## src/hdl/mixed_status_regs.vh

```
// constants for the mixed status register block of a dual card interface
// assumes a single core clock and an 8-bit host bus with separate strobes
`ifndef MIXED_STATUS_REGS_VH
`define MIXED_STATUS_REGS_VH

// ----------------------------------------
// register map
// ----------------------------------------
`define ADDR_MIXED_STATUS 4'hC
`define ADDR_HOLDING      4'hD
`define ADDR_TIMEOUT_CTL  4'h8

// ----------------------------------------
// bit positions
// ----------------------------------------
`define BIT_CLOCK_SWITCH_DONE   7
`define BIT_FE      6
`define BIT_BGT     5
`define BIT_CONTROL_READY    4
`define BIT_PR2     3
`define BIT_PR1     2
`define BIT_AUX     1
`define BIT_TBRB    0

// ----------------------------------------
// timing
// ----------------------------------------
`define GUARD_T1_ETU    5'h16
`define GUARD_T0_ETU    5'h10
`define ACCESS_DELAY    2'h3
`define ETU_W           16

`endif

```

## src/hdl/sync2.v

```verilog
// two-flop synchroniser for one pin level
// assumes the pin is asynchronous to the core clock
`timescale 1ns/10ps
`default_nettype none
module sync2
(
   // clock and reset
   input  wire CORE_CLK,
   input  wire RST,
   // level in and out
   input  wire d,
   output wire q
);
   reg meta_q;
   reg sync_q;

   // first stage is read only by the second
   always @(posedge CORE_CLK or posedge RST)
   begin
      if (RST)
      begin
         meta_q <= 1'b0;
         sync_q <= 1'b0;
      end
      else
      begin
         meta_q <= d;
         sync_q <= meta_q;
      end
   end
   assign q = sync_q;
endmodule // sync2
`default_nettype wire

```

## src/hdl/guard_timer.v

```verilog
// block guard time counter: counts ETUs after each start bit
// assumes etu_tick pulses once per ETU and start_bit is one cycle long
`include "mixed_status_regs.vh"
`timescale 1ns/10ps
`default_nettype none
module guard_timer
(
   // clock and reset
   input  wire CORE_CLK,
   input  wire RST,
   // control
   input  wire t1_mode,
   input  wire start_bit,
   input  wire etu_tick,
   // result
   output wire elapsed
);
   reg  [4:0] cnt_q;
   reg        done_q;
   wire [4:0] limit = t1_mode ? `GUARD_T1_ETU : `GUARD_T0_ETU;

   // a start bit restarts the count and drops the flag, whether or not the count has expired
   always @(posedge CORE_CLK or posedge RST)
   begin
      if (RST)
      begin
         cnt_q  <= 5'h00;
         done_q <= 1'b0;
      end
      else if (start_bit)
      begin
         cnt_q  <= 5'h00;
         done_q <= 1'b0;
      end
      else if (etu_tick && !done_q)
      begin
         if (cnt_q + 5'h01 >= limit)
            done_q <= 1'b1;
         cnt_q <= cnt_q + 5'h01;
      end
   end
   assign elapsed = done_q;
endmodule // guard_timer
`default_nettype wire

```

## src/hdl/mixed_status.v

```verilog
// mixed status register of the card uart: read-only byte at 0Ch
// assumes the host strobes are already on the core clock; pins are not
`include "mixed_status_regs.vh"
`timescale 1ns/10ps
`default_nettype none
module mixed_status
(
   // clock and reset
   input  wire       CORE_CLK,
   input  wire       RST,
   // host bus
   input  wire [3:0] ADDR,
   input  wire       RD_STB,
   input  wire       WR_STB,
   output reg  [7:0] RDATA,
   output wire       FIFO_CTL_WR,
   // uart events from the datapath
   input  wire       UART_ENABLE_CTL,
   input  wire       T1_MODE,
   input  wire       TX_MODE,
   input  wire       FIFO_EMPTY,
   input  wire       FIFO_FULL,
   input  wire       CHAR_SENT,
   input  wire       START_BIT,
   input  wire       ETU_TICK,
   // clock switch completion, to oscillator and to crystal
   input  wire       SWITCH_TO_OSC_DONE,
   input  wire       SWITCH_TO_XTAL_DONE,
   // pins
   input  wire       SLOT1_PRESENCE_CONTACT,
   input  wire       SLOT2_PRESENCE_CONTACT,
   input  wire       AUX_IRQ_PIN,
   // view of the register
   output wire [7:0] MIXED_STATUS
);
   // ----------------------------------------
   // pin synchronisers
   // ----------------------------------------
   wire [2:0] pin_raw = {AUX_IRQ_PIN, SLOT2_PRESENCE_CONTACT, SLOT1_PRESENCE_CONTACT};
   wire [2:0] pin_s;
   genvar g;
   generate
      for (g = 0; g < 3; g = g + 1)
      begin : g_sync
         sync2 u_sync
         (
            .CORE_CLK (CORE_CLK),
            .RST      (RST),
            .d        (pin_raw[g]),
            .q        (pin_s[g])
         );
      end
   endgenerate

   // ----------------------------------------
   // decode
   // ----------------------------------------
   function hit;
      input [3:0] a;
      input [3:0] target;
      begin
         hit = (a == target);
      end
   endfunction

   wire tx_write  = WR_STB && hit(ADDR, `ADDR_HOLDING);
   wire rx_read   = RD_STB && hit(ADDR, `ADDR_HOLDING);
   wire toc_write = WR_STB && hit(ADDR, `ADDR_TIMEOUT_CTL);
   assign FIFO_CTL_WR = WR_STB && hit(ADDR, `ADDR_MIXED_STATUS);

   // ----------------------------------------
   // state
   // ----------------------------------------
   reg       clock_switch_done_q;
   reg       tbrb_q;
   reg       tx_mode_q;
   reg [1:0] delay_q;
   wire      guard;

   guard_timer u_guard
   (
      .CORE_CLK  (CORE_CLK),
      .RST       (RST),
      .t1_mode   (T1_MODE),
      .start_bit (START_BIT),
      .etu_tick  (ETU_TICK),
      .elapsed   (guard)
   );

   // clock switch completion flag
   always @(posedge CORE_CLK or posedge RST)
   begin
      if (RST)
         clock_switch_done_q <= 1'b0;
      else if (SWITCH_TO_OSC_DONE)
         clock_switch_done_q <= 1'b1;
      else if (SWITCH_TO_XTAL_DONE)
         clock_switch_done_q <= 1'b0;
   end

   // access delay: a tx write or rx read clears the flag after three cycles,
   // and control-ready stays low during that window so fast hosts can wait
   always @(posedge CORE_CLK or posedge RST)
   begin
      if (RST)
         delay_q <= 2'h0;
      else if (tx_write || rx_read || toc_write)
         delay_q <= `ACCESS_DELAY;
      else if (delay_q != 2'h0)
         delay_q <= delay_q - 2'h1;
   end
   reg pend_q;
   always @(posedge CORE_CLK or posedge RST)
   begin
      if (RST)
         pend_q <= 1'b0;
      else if (tx_write || rx_read)
         pend_q <= 1'b1;
      else if (delay_q == 2'h1)
         pend_q <= 1'b0;
   end
   wire delayed_clear = pend_q && (delay_q == 2'h1);

   // tx/rx flag; set events win over delayed and rx clears arriving together, disable wins over both
   wire to_tx = TX_MODE && !tx_mode_q;
   wire to_rx = !TX_MODE && tx_mode_q;
   always @(posedge CORE_CLK or posedge RST)
   begin
      if (RST)
      begin
         tbrb_q    <= 1'b0;
         tx_mode_q <= 1'b0;
      end
      else
      begin
         tx_mode_q <= TX_MODE;
         if (!UART_ENABLE_CTL)
            tbrb_q <= 1'b0;
         else if (to_tx || FIFO_FULL || CHAR_SENT)
            tbrb_q <= 1'b1;
         else if (delayed_clear || to_rx)
            tbrb_q <= 1'b0;
      end
   end

   // ----------------------------------------
   // register assembly and read port
   // ----------------------------------------
   wire control_ready = (delay_q == 2'h0);
   assign MIXED_STATUS = {clock_switch_done_q, FIFO_EMPTY, guard, control_ready,
                          pin_s[1], pin_s[0], pin_s[2], tbrb_q};

   // status byte reads have no side effects; nothing here feeds an interrupt
   always @(posedge CORE_CLK or posedge RST)
   begin
      if (RST)
         RDATA <= 8'h00;
      else if (RD_STB && hit(ADDR, `ADDR_MIXED_STATUS))
         RDATA <= MIXED_STATUS;
   end
endmodule // mixed_status
`default_nettype wire

```

## config.mk

```make
export PLATFORM = sky130hd
export DESIGN_NAME = mixed_status
export DESIGN_NICKNAME = d
export VERILOG_FILES = /design/src/hdl/sync2.v /design/src/hdl/guard_timer.v /design/src/hdl/mixed_status.v
export VERILOG_INCLUDE_DIRS = /design/src /design/src/hdl
export SDC_FILE = /design/constraint.sdc
export NUM_CORES = 1
export LEC_CHECK = 0
export BUFFER_PORTS_ARGS = -buffer_cell sky130_fd_sc_hd__buf_2
export CAP_MARGIN = 20
export CORE_ASPECT_RATIO = 1.5
export CORE_MARGIN = 8
export CORE_UTILIZATION = 25
export CTS_CLUSTER_DIAMETER = 60
export DETAILED_ROUTE_END_ITERATION = 8
export PLACE_DENSITY = 0.43
export SYNTH_ARGS = -nofsm -noshare
export SYNTH_HDL_FRONTEND = slang
export SYNTH_SLANG_ARGS = --single-unit
```

## constraint.sdc

```tcl
create_clock -name CORE_CLK -period 4.9 [get_ports CORE_CLK]
set_input_delay 0.49 -clock CORE_CLK [delete_from_list [all_inputs] [get_ports CORE_CLK]]
set_output_delay 0.49 -clock CORE_CLK [all_outputs]
set_load 0.05 [all_outputs]
```

==> summary.txt, run 1 <==
outcome: complete, no violations
largest family of logic cells by synthesized area: simple AND/OR/NAND/NOR gates
share of post-route cells with drive strength above 1: 0.412
area fraction in and, or, nand and nor cells after synthesis: 0.106
GRT Resource Usage Total: 0.0730
Highest Clock Rate: 0.553 GHz
worst reg2reg path depth: 6
Post-Syn Nets: 124
register area: 651 µm²
met1 wire length: 886 µm
met2 wire length: 1380 µm
grt total ovfl: 0
Pwr Density: 431 nW/µm²
fill count: 519
Critical R2R Capture: u_guard.elapsed
CP Capture Point: MIXED_STATUS[4]
critical path cell sequence: inv_1, ha_1, buf_2
Cell variety after synth: 32
Clk Latency, worst-skew pair: 270 ps
vias in the first global route: 933
Worst Path Required: 4410 ps
clock tree buffer depth: 2
Vias: 826
start point of the critical path: delay_q[0]
final instance area: 1510 µm²
FP Rows: 31
Initial Utilization: 0.255
CP max stage cell: dfrtp_1
sequential-to-total area share from yosys stat: 0.539
Post-Synth Adder-Cell Area: 0.0601
YS warnings: 0
worst vdd ir: 0.0000974 V
io pins: 38
Cell Count, Final, Fillers Out: 197
routed len/inst: 12.6 µm
Setup CP Type: register to output port
Final Max Slew Viols: 0
Detail Placement HPWL: 1990 µm
Worst Hold Class: input port to asynchronous set/reset pin
n_diodes: 0
number of synthesized register bits: 26
Worst slew margin: 0.680
Initial DRT Pass Iterations: 4
Final Hold Viols: 0
PostCTS Resize Cnt: 0
Chip Width: 72.7 µm
Starting DRT DRC Count: 22
setup violators final: 0
Worst-Margin Slew: 480 ps
# hold bufs at CTS: 0
GPL Wtd Cong: 0.753
IO Port Bufs: 37
Syn-to-layout area delta: 25.0%
worst hold slack: 180 ps
Worst setup EP type: output port
placed cell count: 192
Gate Count Post-Synth: 98
Post-CTS Setup Inserts: 0
Sink Count: 26
first-pass GRT wire length: 4230 µm
metal3 WL: 195 µm
area post-placement: 1410 µm²
max-cap viol count: 0
Worst R2R Start: u_guard.cnt_q[0]
Pleak: 0.763 nW
Fin Setup TNS: 0 ps
Die H: 101 µm
CTS tree: yes
# H-tree levels: 1
largest net degree at the start of global routing: 27
CTS root buf: clkbuf_8
final critical-path share of the clock period: 0.369
worst-path maximum fanout: 5
antenna violations before repair: 0
Highest Signal Layer: met4
multi-input logic area: 458 µm²
critical path data arrival time: 1320 ps
CP Launch Type: register
Compound-Gate Fraction of Synth Area: 0.0943
TritonCTS Buffers: 3
routed vias/inst: 4.19
clk slew on worst S/H paths: 100 ps
Post-DRT Antenna Nets: 0
DRC viols: 0
total routed wirelength: 2480 µm
reg-to-reg slack, setup: 3150 ps
full die area: 7360 µm²
Total Nets Final: 158
unrepaired setup endpoints after global routing: false
syn_area_per_cell: 12.3 µm²
crit path time final: 1810 ps
Core ar.: 4730 µm²
max incr delay on CP: 420 ps
Synth Area in XOR/XNOR: 0.0363
clk_skew: 7.34 ps
post-synthesis mux area share: 0.0829
Post-Syn Area: 1210 µm²
-- where the power goes --
| part | switching (mW) | internal [mW] | total [mW] |
|---|---|---|---|
| registers | 0.0184 | 0.248 | 0.267 |
| logic | 0.139 | 0.0648 | 0.204 |
| clock network | 0.0702 | 0.109 | 0.180 |
-- metrics by stage --
stage               power, mW   util  worst slack (ps)
floorplan               0.432      -              2580
global placement        0.472  0.298              3130
detailed placement      0.477  0.298              3120
CTS                     0.660  0.313              3070
global route            0.691  0.319              3000
finish                  0.650  0.319              3090
-- flip-flops by register name, indices dropped and copies added, names as in the netlist --
signal,flops
RDATA,8
clock_switch_done_q,1
delay_q,2
g_sync.u_sync.meta_q,3
g_sync.u_sync.q,3
pend_q,1
tbrb_q,1
tx_mode_q,1
u_guard.cnt_q,5
u_guard.elapsed,1
-- critical path, delay by kind of cell (launching register included) --
kind	cells	cell delay, ps
adders and majority gates	1	260
DFF	1	420
buffers and inverters	2	380
-- per-layer routing --
metal,track usage,vias to the layer above
li1,-,396
met1,0.0684,407
met2,0.138,21
met3,0.0239,2
met4,0.0325,0
met5,0,-
-- cell families after synthesis --
family	Yosys count
AOI/OAI and AO/OA	16
xor gates and xnor gates	5
adders and majority gates	6
buffers and inverters	18
DFF	26
muxes	9
and+or+nand+nor	18
-- cells in the final DEF (no fill, tap or decap), types with 2 or more instances in the layout --
| cell | n |
|---|---|
| a21oi_1 | 2 |
| nand3_1 | 2 |
| nand2b_1 | 2 |
| mux2_2 | 8 |
| or3_1 | 2 |
| ha_1 | 5 |
| clkbuf_8 | 3 |
| o21ai_0 | 4 |
| dfrtp_1 | 26 |
| inv_1 | 9 |
| nor2_1 | 3 |
| xor2_1 | 5 |
| nor3b_1 | 2 |
| buf_2 | 37 |
| nand2_1 | 2 |
-- worst min path at each step --
stage	from	end	slack [ps]
2_1_floorplan	g_sync[0].u_sync.meta_q	g_sync[0].u_sync.q	330
3_3_place_gp	g_sync[1].u_sync.meta_q	g_sync[1].u_sync.q	330
3_5_place_dp	g_sync[1].u_sync.meta_q	g_sync[1].u_sync.q	340
4_1_cts	AUX_IRQ_PIN	g_sync[2].u_sync.meta_q	300
5_1_grt	RST	g_sync[1].u_sync.meta_q	190
6_report	RST	g_sync[1].u_sync.meta_q	180
-- Yosys cell counts --
cell type	count	share of area
mux2_2	8	0.075
o31a_1	1	0.0073
nand3b_4	1	0.017
a21oi_1	2	0.0083
ha_1	5	0.052
xor2_1	5	0.036
nand4_1	1	0.0052
nand2b_1	2	0.010
or3_1	2	0.010
maj3_1	1	0.0083
a31o_2	1	0.0073
o21ai_0	4	0.017
nor2_1	3	0.0093
a221oi_1	1	0.0073
nand3_1	2	0.0083
nand3b_1	1	0.0062
nand2_1	2	0.0062
nor3b_4	1	0.016
o41ai_1	1	0.0073
o211a_1	1	0.0083
o22ai_1	1	0.0052
dfrtp_1	26	0.54
a21boi_0	1	0.0062
mux2i_1	1	0.0083
inv_1	9	0.028
buf_4	8	0.050
o211ai_1	1	0.0062
nor2b_1	1	0.0052
nor3b_1	2	0.012
clkbuf_2	1	0.0041
a21bo_2	1	0.0083
a21o_1	1	0.0062
-- final cells by class --
type	instances	share of cell area
clock buffers	3	0.0274
clock inverters	1	0.0199
inverters	9	0.0224
multi-input cells	54	0.303
flip-flops and latches	26	0.431
well taps	66	0.0547
repair buffers	38	0.141
Note: power is estimated with default switching activity, not from simulation.
==> run 2, diff against run 1 <==
Clock period 4.9 ns to 1.7 ns, I/O delays scaled along.
==> run 2 against run 1 <==
  * Global-route usage is 0.36 points lower
  * Setup slack worse by 3000 ps
  * Clock skew decreased by 2.5 ps
  * Final area up 6.6%
  * Sequential power grew to 2.9 times the previous value
  * First-iteration DRC count fell by 68%
  * Die area unchanged
  * Critical path depth increased by 3
  * Register-to-register slack lost 3100 ps
  * Critical endpoint is now u_guard.elapsed
  * Largest cell class unchanged
  * Largest power group unchanged
==> summary.txt, run 2 (synthesis results as in run 1) <==
outcome: complete, no violations (unchanged)
Core ar.: 4730 µm² (unchanged)
Vias: 841 (was 826)
n_diodes: 0 (unchanged)
stages on the worst setup path: 6 (was 3)
Detail Placement HPWL: 1970 µm (was 1990 µm)
antenna violations before repair: 0 (unchanged)
crit-path most repeated cell: ha_4
delay-heaviest family, CP: compound AO/OA/AOI/OAI gates (was flip-flops)
Sw Pwr: 0.673 mW (was 0.228 mW)
vias in the first global route: 926 (was 933)
Starting DRT DRC Count: 7 (was 22)
reg-to-reg slack, setup: 60 ps (was 3150 ps)
DRC viols: 0 (unchanged)
most frequent cells in the layout: buf_2, dfrtp_1, mux2_2, inv_1, xor2_1 (was buf_2, dfrtp_1, inv_1)
clk slew on worst S/H paths: 90 ps (was 100 ps)
# H-tree levels: 1 (unchanged)
switch share: 0.351 (was 0.350)
Critical R2R Capture: u_guard.elapsed (unchanged)
Worst slew margin: 0.779 (was 0.680)
routed vias/inst: 4.12 (was 4.19)
unrepaired setup endpoints after global routing: true (was false)
clk_skew: 4.85 ps (was 7.34 ps)
Syn-to-layout area delta: 33.2% (was 25.0%)
max-cap viol count: 0 (unchanged)
worst reg2reg path depth: 6 (unchanged)
Die H: 101 µm (unchanged)
Sink Count: 26 (unchanged)
Worst Hold Class: input port to register (was input port to asynchronous set/reset pin)
worst-path maximum fanout: 2 (was 5)
Worst R2R Start: u_guard.cnt_q[0] (unchanged)
FP Rows: 31 (unchanged)
Final Hold Viols: 0 (unchanged)
Largest Register: RDATA (unchanged)
start point of the critical path: u_guard.cnt_q[0] (was delay_q[0])
crit path time final: 1640 ps
worst setup margin: 58.0 ps (was 3090 ps)
most common cell after layout, fill and taps aside: buf_2 (unchanged)
Final Max Slew Viols: 0 (unchanged)
CTS tree: yes (unchanged)
io pins: 38 (unchanged)
Cell Count, Final, Fillers Out: 204 (was 197)
Post-DRT Antenna Nets: 0 (unchanged)
Setup CP Type: register to register (was register to output port)
CP Capture Point: u_guard.elapsed (was MIXED_STATUS[4])
TritonCTS Buffers: 3 (unchanged)
GPL Wtd Cong: 0.754 (was 0.753)
CP max stage cell: dfrtp_1 (unchanged)
biggest regs: RDATA (8), u_guard.cnt_q (5) (unchanged)
grt total ovfl: 0 (unchanged)
routed len/inst: 12.6 µm (about the same)
total routed wirelength: 2570 µm (was 2480 µm)
CP Launch Type: register (unchanged)
Pwr Density: 1190 nW/µm² (was 431 nW/µm²)
Worst Path Required: 1860 ps (was 4410 ps)
critical path data arrival time: 1800 ps (was 1320 ps)
Pleak: 0.797 nW (was 0.763 nW)
max incr delay on CP: 420 ps (about the same)
CTS root buf: clkbuf_8 (unchanged)
full die area: 7360 µm² (unchanged)
Total Nets Final: 165 (was 158)
setup violators final: 0 (unchanged)
Highest Clock Rate: 0.609 GHz
largest net degree at the start of global routing: 27 (unchanged)
Seq pwr share: 0.401 (was 0.410)
Clk network pwr share: 0.268 (was 0.276)
GRT Resource Usage Total: 0.0694 (was 0.0730)
Setup WS pre-CTS: 79.0 ps (was 3120 ps)
IO Port Bufs: 37 (unchanged)
Initial DRT Pass Iterations: 2 (was 4)
first-pass GRT wire length: 4130 µm (was 4230 µm)
share of post-route cells with drive strength above 1: 0.449 (was 0.412)
Worst-Margin Slew: 332 ps (was 480 ps)
Chip Width: 72.7 µm (unchanged)
Internal: 1.24 mW (was 0.422 mW)
Worst setup EP type: register (was output port)
Combinational Power Share: 0.331 (was 0.313)
critical path cell sequence: ha_4, inv_2, ha_4, a21bo_4, a221oi_4, o41ai_2 (was inv_1, ha_1, buf_2)
clock tree buffer depth: 2 (unchanged)
worst vdd ir: 0.000351 V (was 0.0000974 V)
Clk Latency, worst-skew pair: 270 ps (about the same)
final critical-path share of the clock period: 0.966
Largest register FFs: 8 (unchanged)
placed cell count: 196 (was 192)
Initial Utilization: 0.255 (unchanged)
Post-CTS Setup Inserts: 0 (unchanged)
critical path buffer and inverter count: 1 (was 2)
-- run 2: per-layer routing --
layer | routed length, µm | vias up | track usage
met5 | 0 | - | 0
met4 | 40 | 0 | 0.0263
met3 | 147 | 4 | 0.0189
met2 | 1400 | 20 | 0.129
met1 | 992 | 410 | 0.0708
li1 | - | 407 | -
-- run 2: layout make-up --
type	count	area (µm²)
clock buffers	3	41.3
clock inverters	1	30.0
fillers	498	3120
inverters	9	33.8
multi-input cells	54	514
flip-flops and latches	26	651
well taps	66	82.6
repair buffers	45	255
-- run 2: power groups by stage --
stage                     clock network [mW]  logic, mW  registers, mW
after floorplan                            0      0.303          0.942
after global placement                     0      0.592          0.776
after detailed placement                   0      0.607          0.783
after CTS                              0.533      0.617          0.770
after global routing                   0.554      0.689          0.782
final                                  0.514      0.634          0.769
-- run 2: through the flow --
step	cell area (µm²)	setup TNS (ps)	total power [mW]	util	hold slack, ps
floorplan	1210	0	1.24	-	201
global placement	1440	0	1.37	0.304	238
detailed placement	1440	0	1.39	0.304	248
CTS	1550	0	1.92	0.328	14.5
global route	1610	-1.74	2.03	0.340	11.5
finish	1610	0	1.92	0.340	21.4
-- run 2: worst min path at each step --
stage	startpoint	endpoint	depth (start not counted)
6_report	TX_MODE	tx_mode_q	1
4_1_cts	TX_MODE	tx_mode_q	1
5_1_grt	TX_MODE	tx_mode_q	1
3_5_place_dp	RST	g_sync[1].u_sync.meta_q	3
3_3_place_gp	RST	g_sync[2].u_sync.q	3
2_1_floorplan	SLOT1_PRESENCE_CONTACT	g_sync[0].u_sync.meta_q	0
-- run 2: what timing repair did --
action,CTS,global route
hold buffers,4,0
resized for setup,0,7
endpoints found under the hold margin,29,0
setup endpoints to repair,0,1
-- run 2: worst register-to-register path, delay by kind of cell (launching register included) --
kind	cells	cell delay (ps)
DFF	1	420
adders and majority gates	2	500
buffers and inverters	1	40
AOI/OAI and AO/OA	3	570
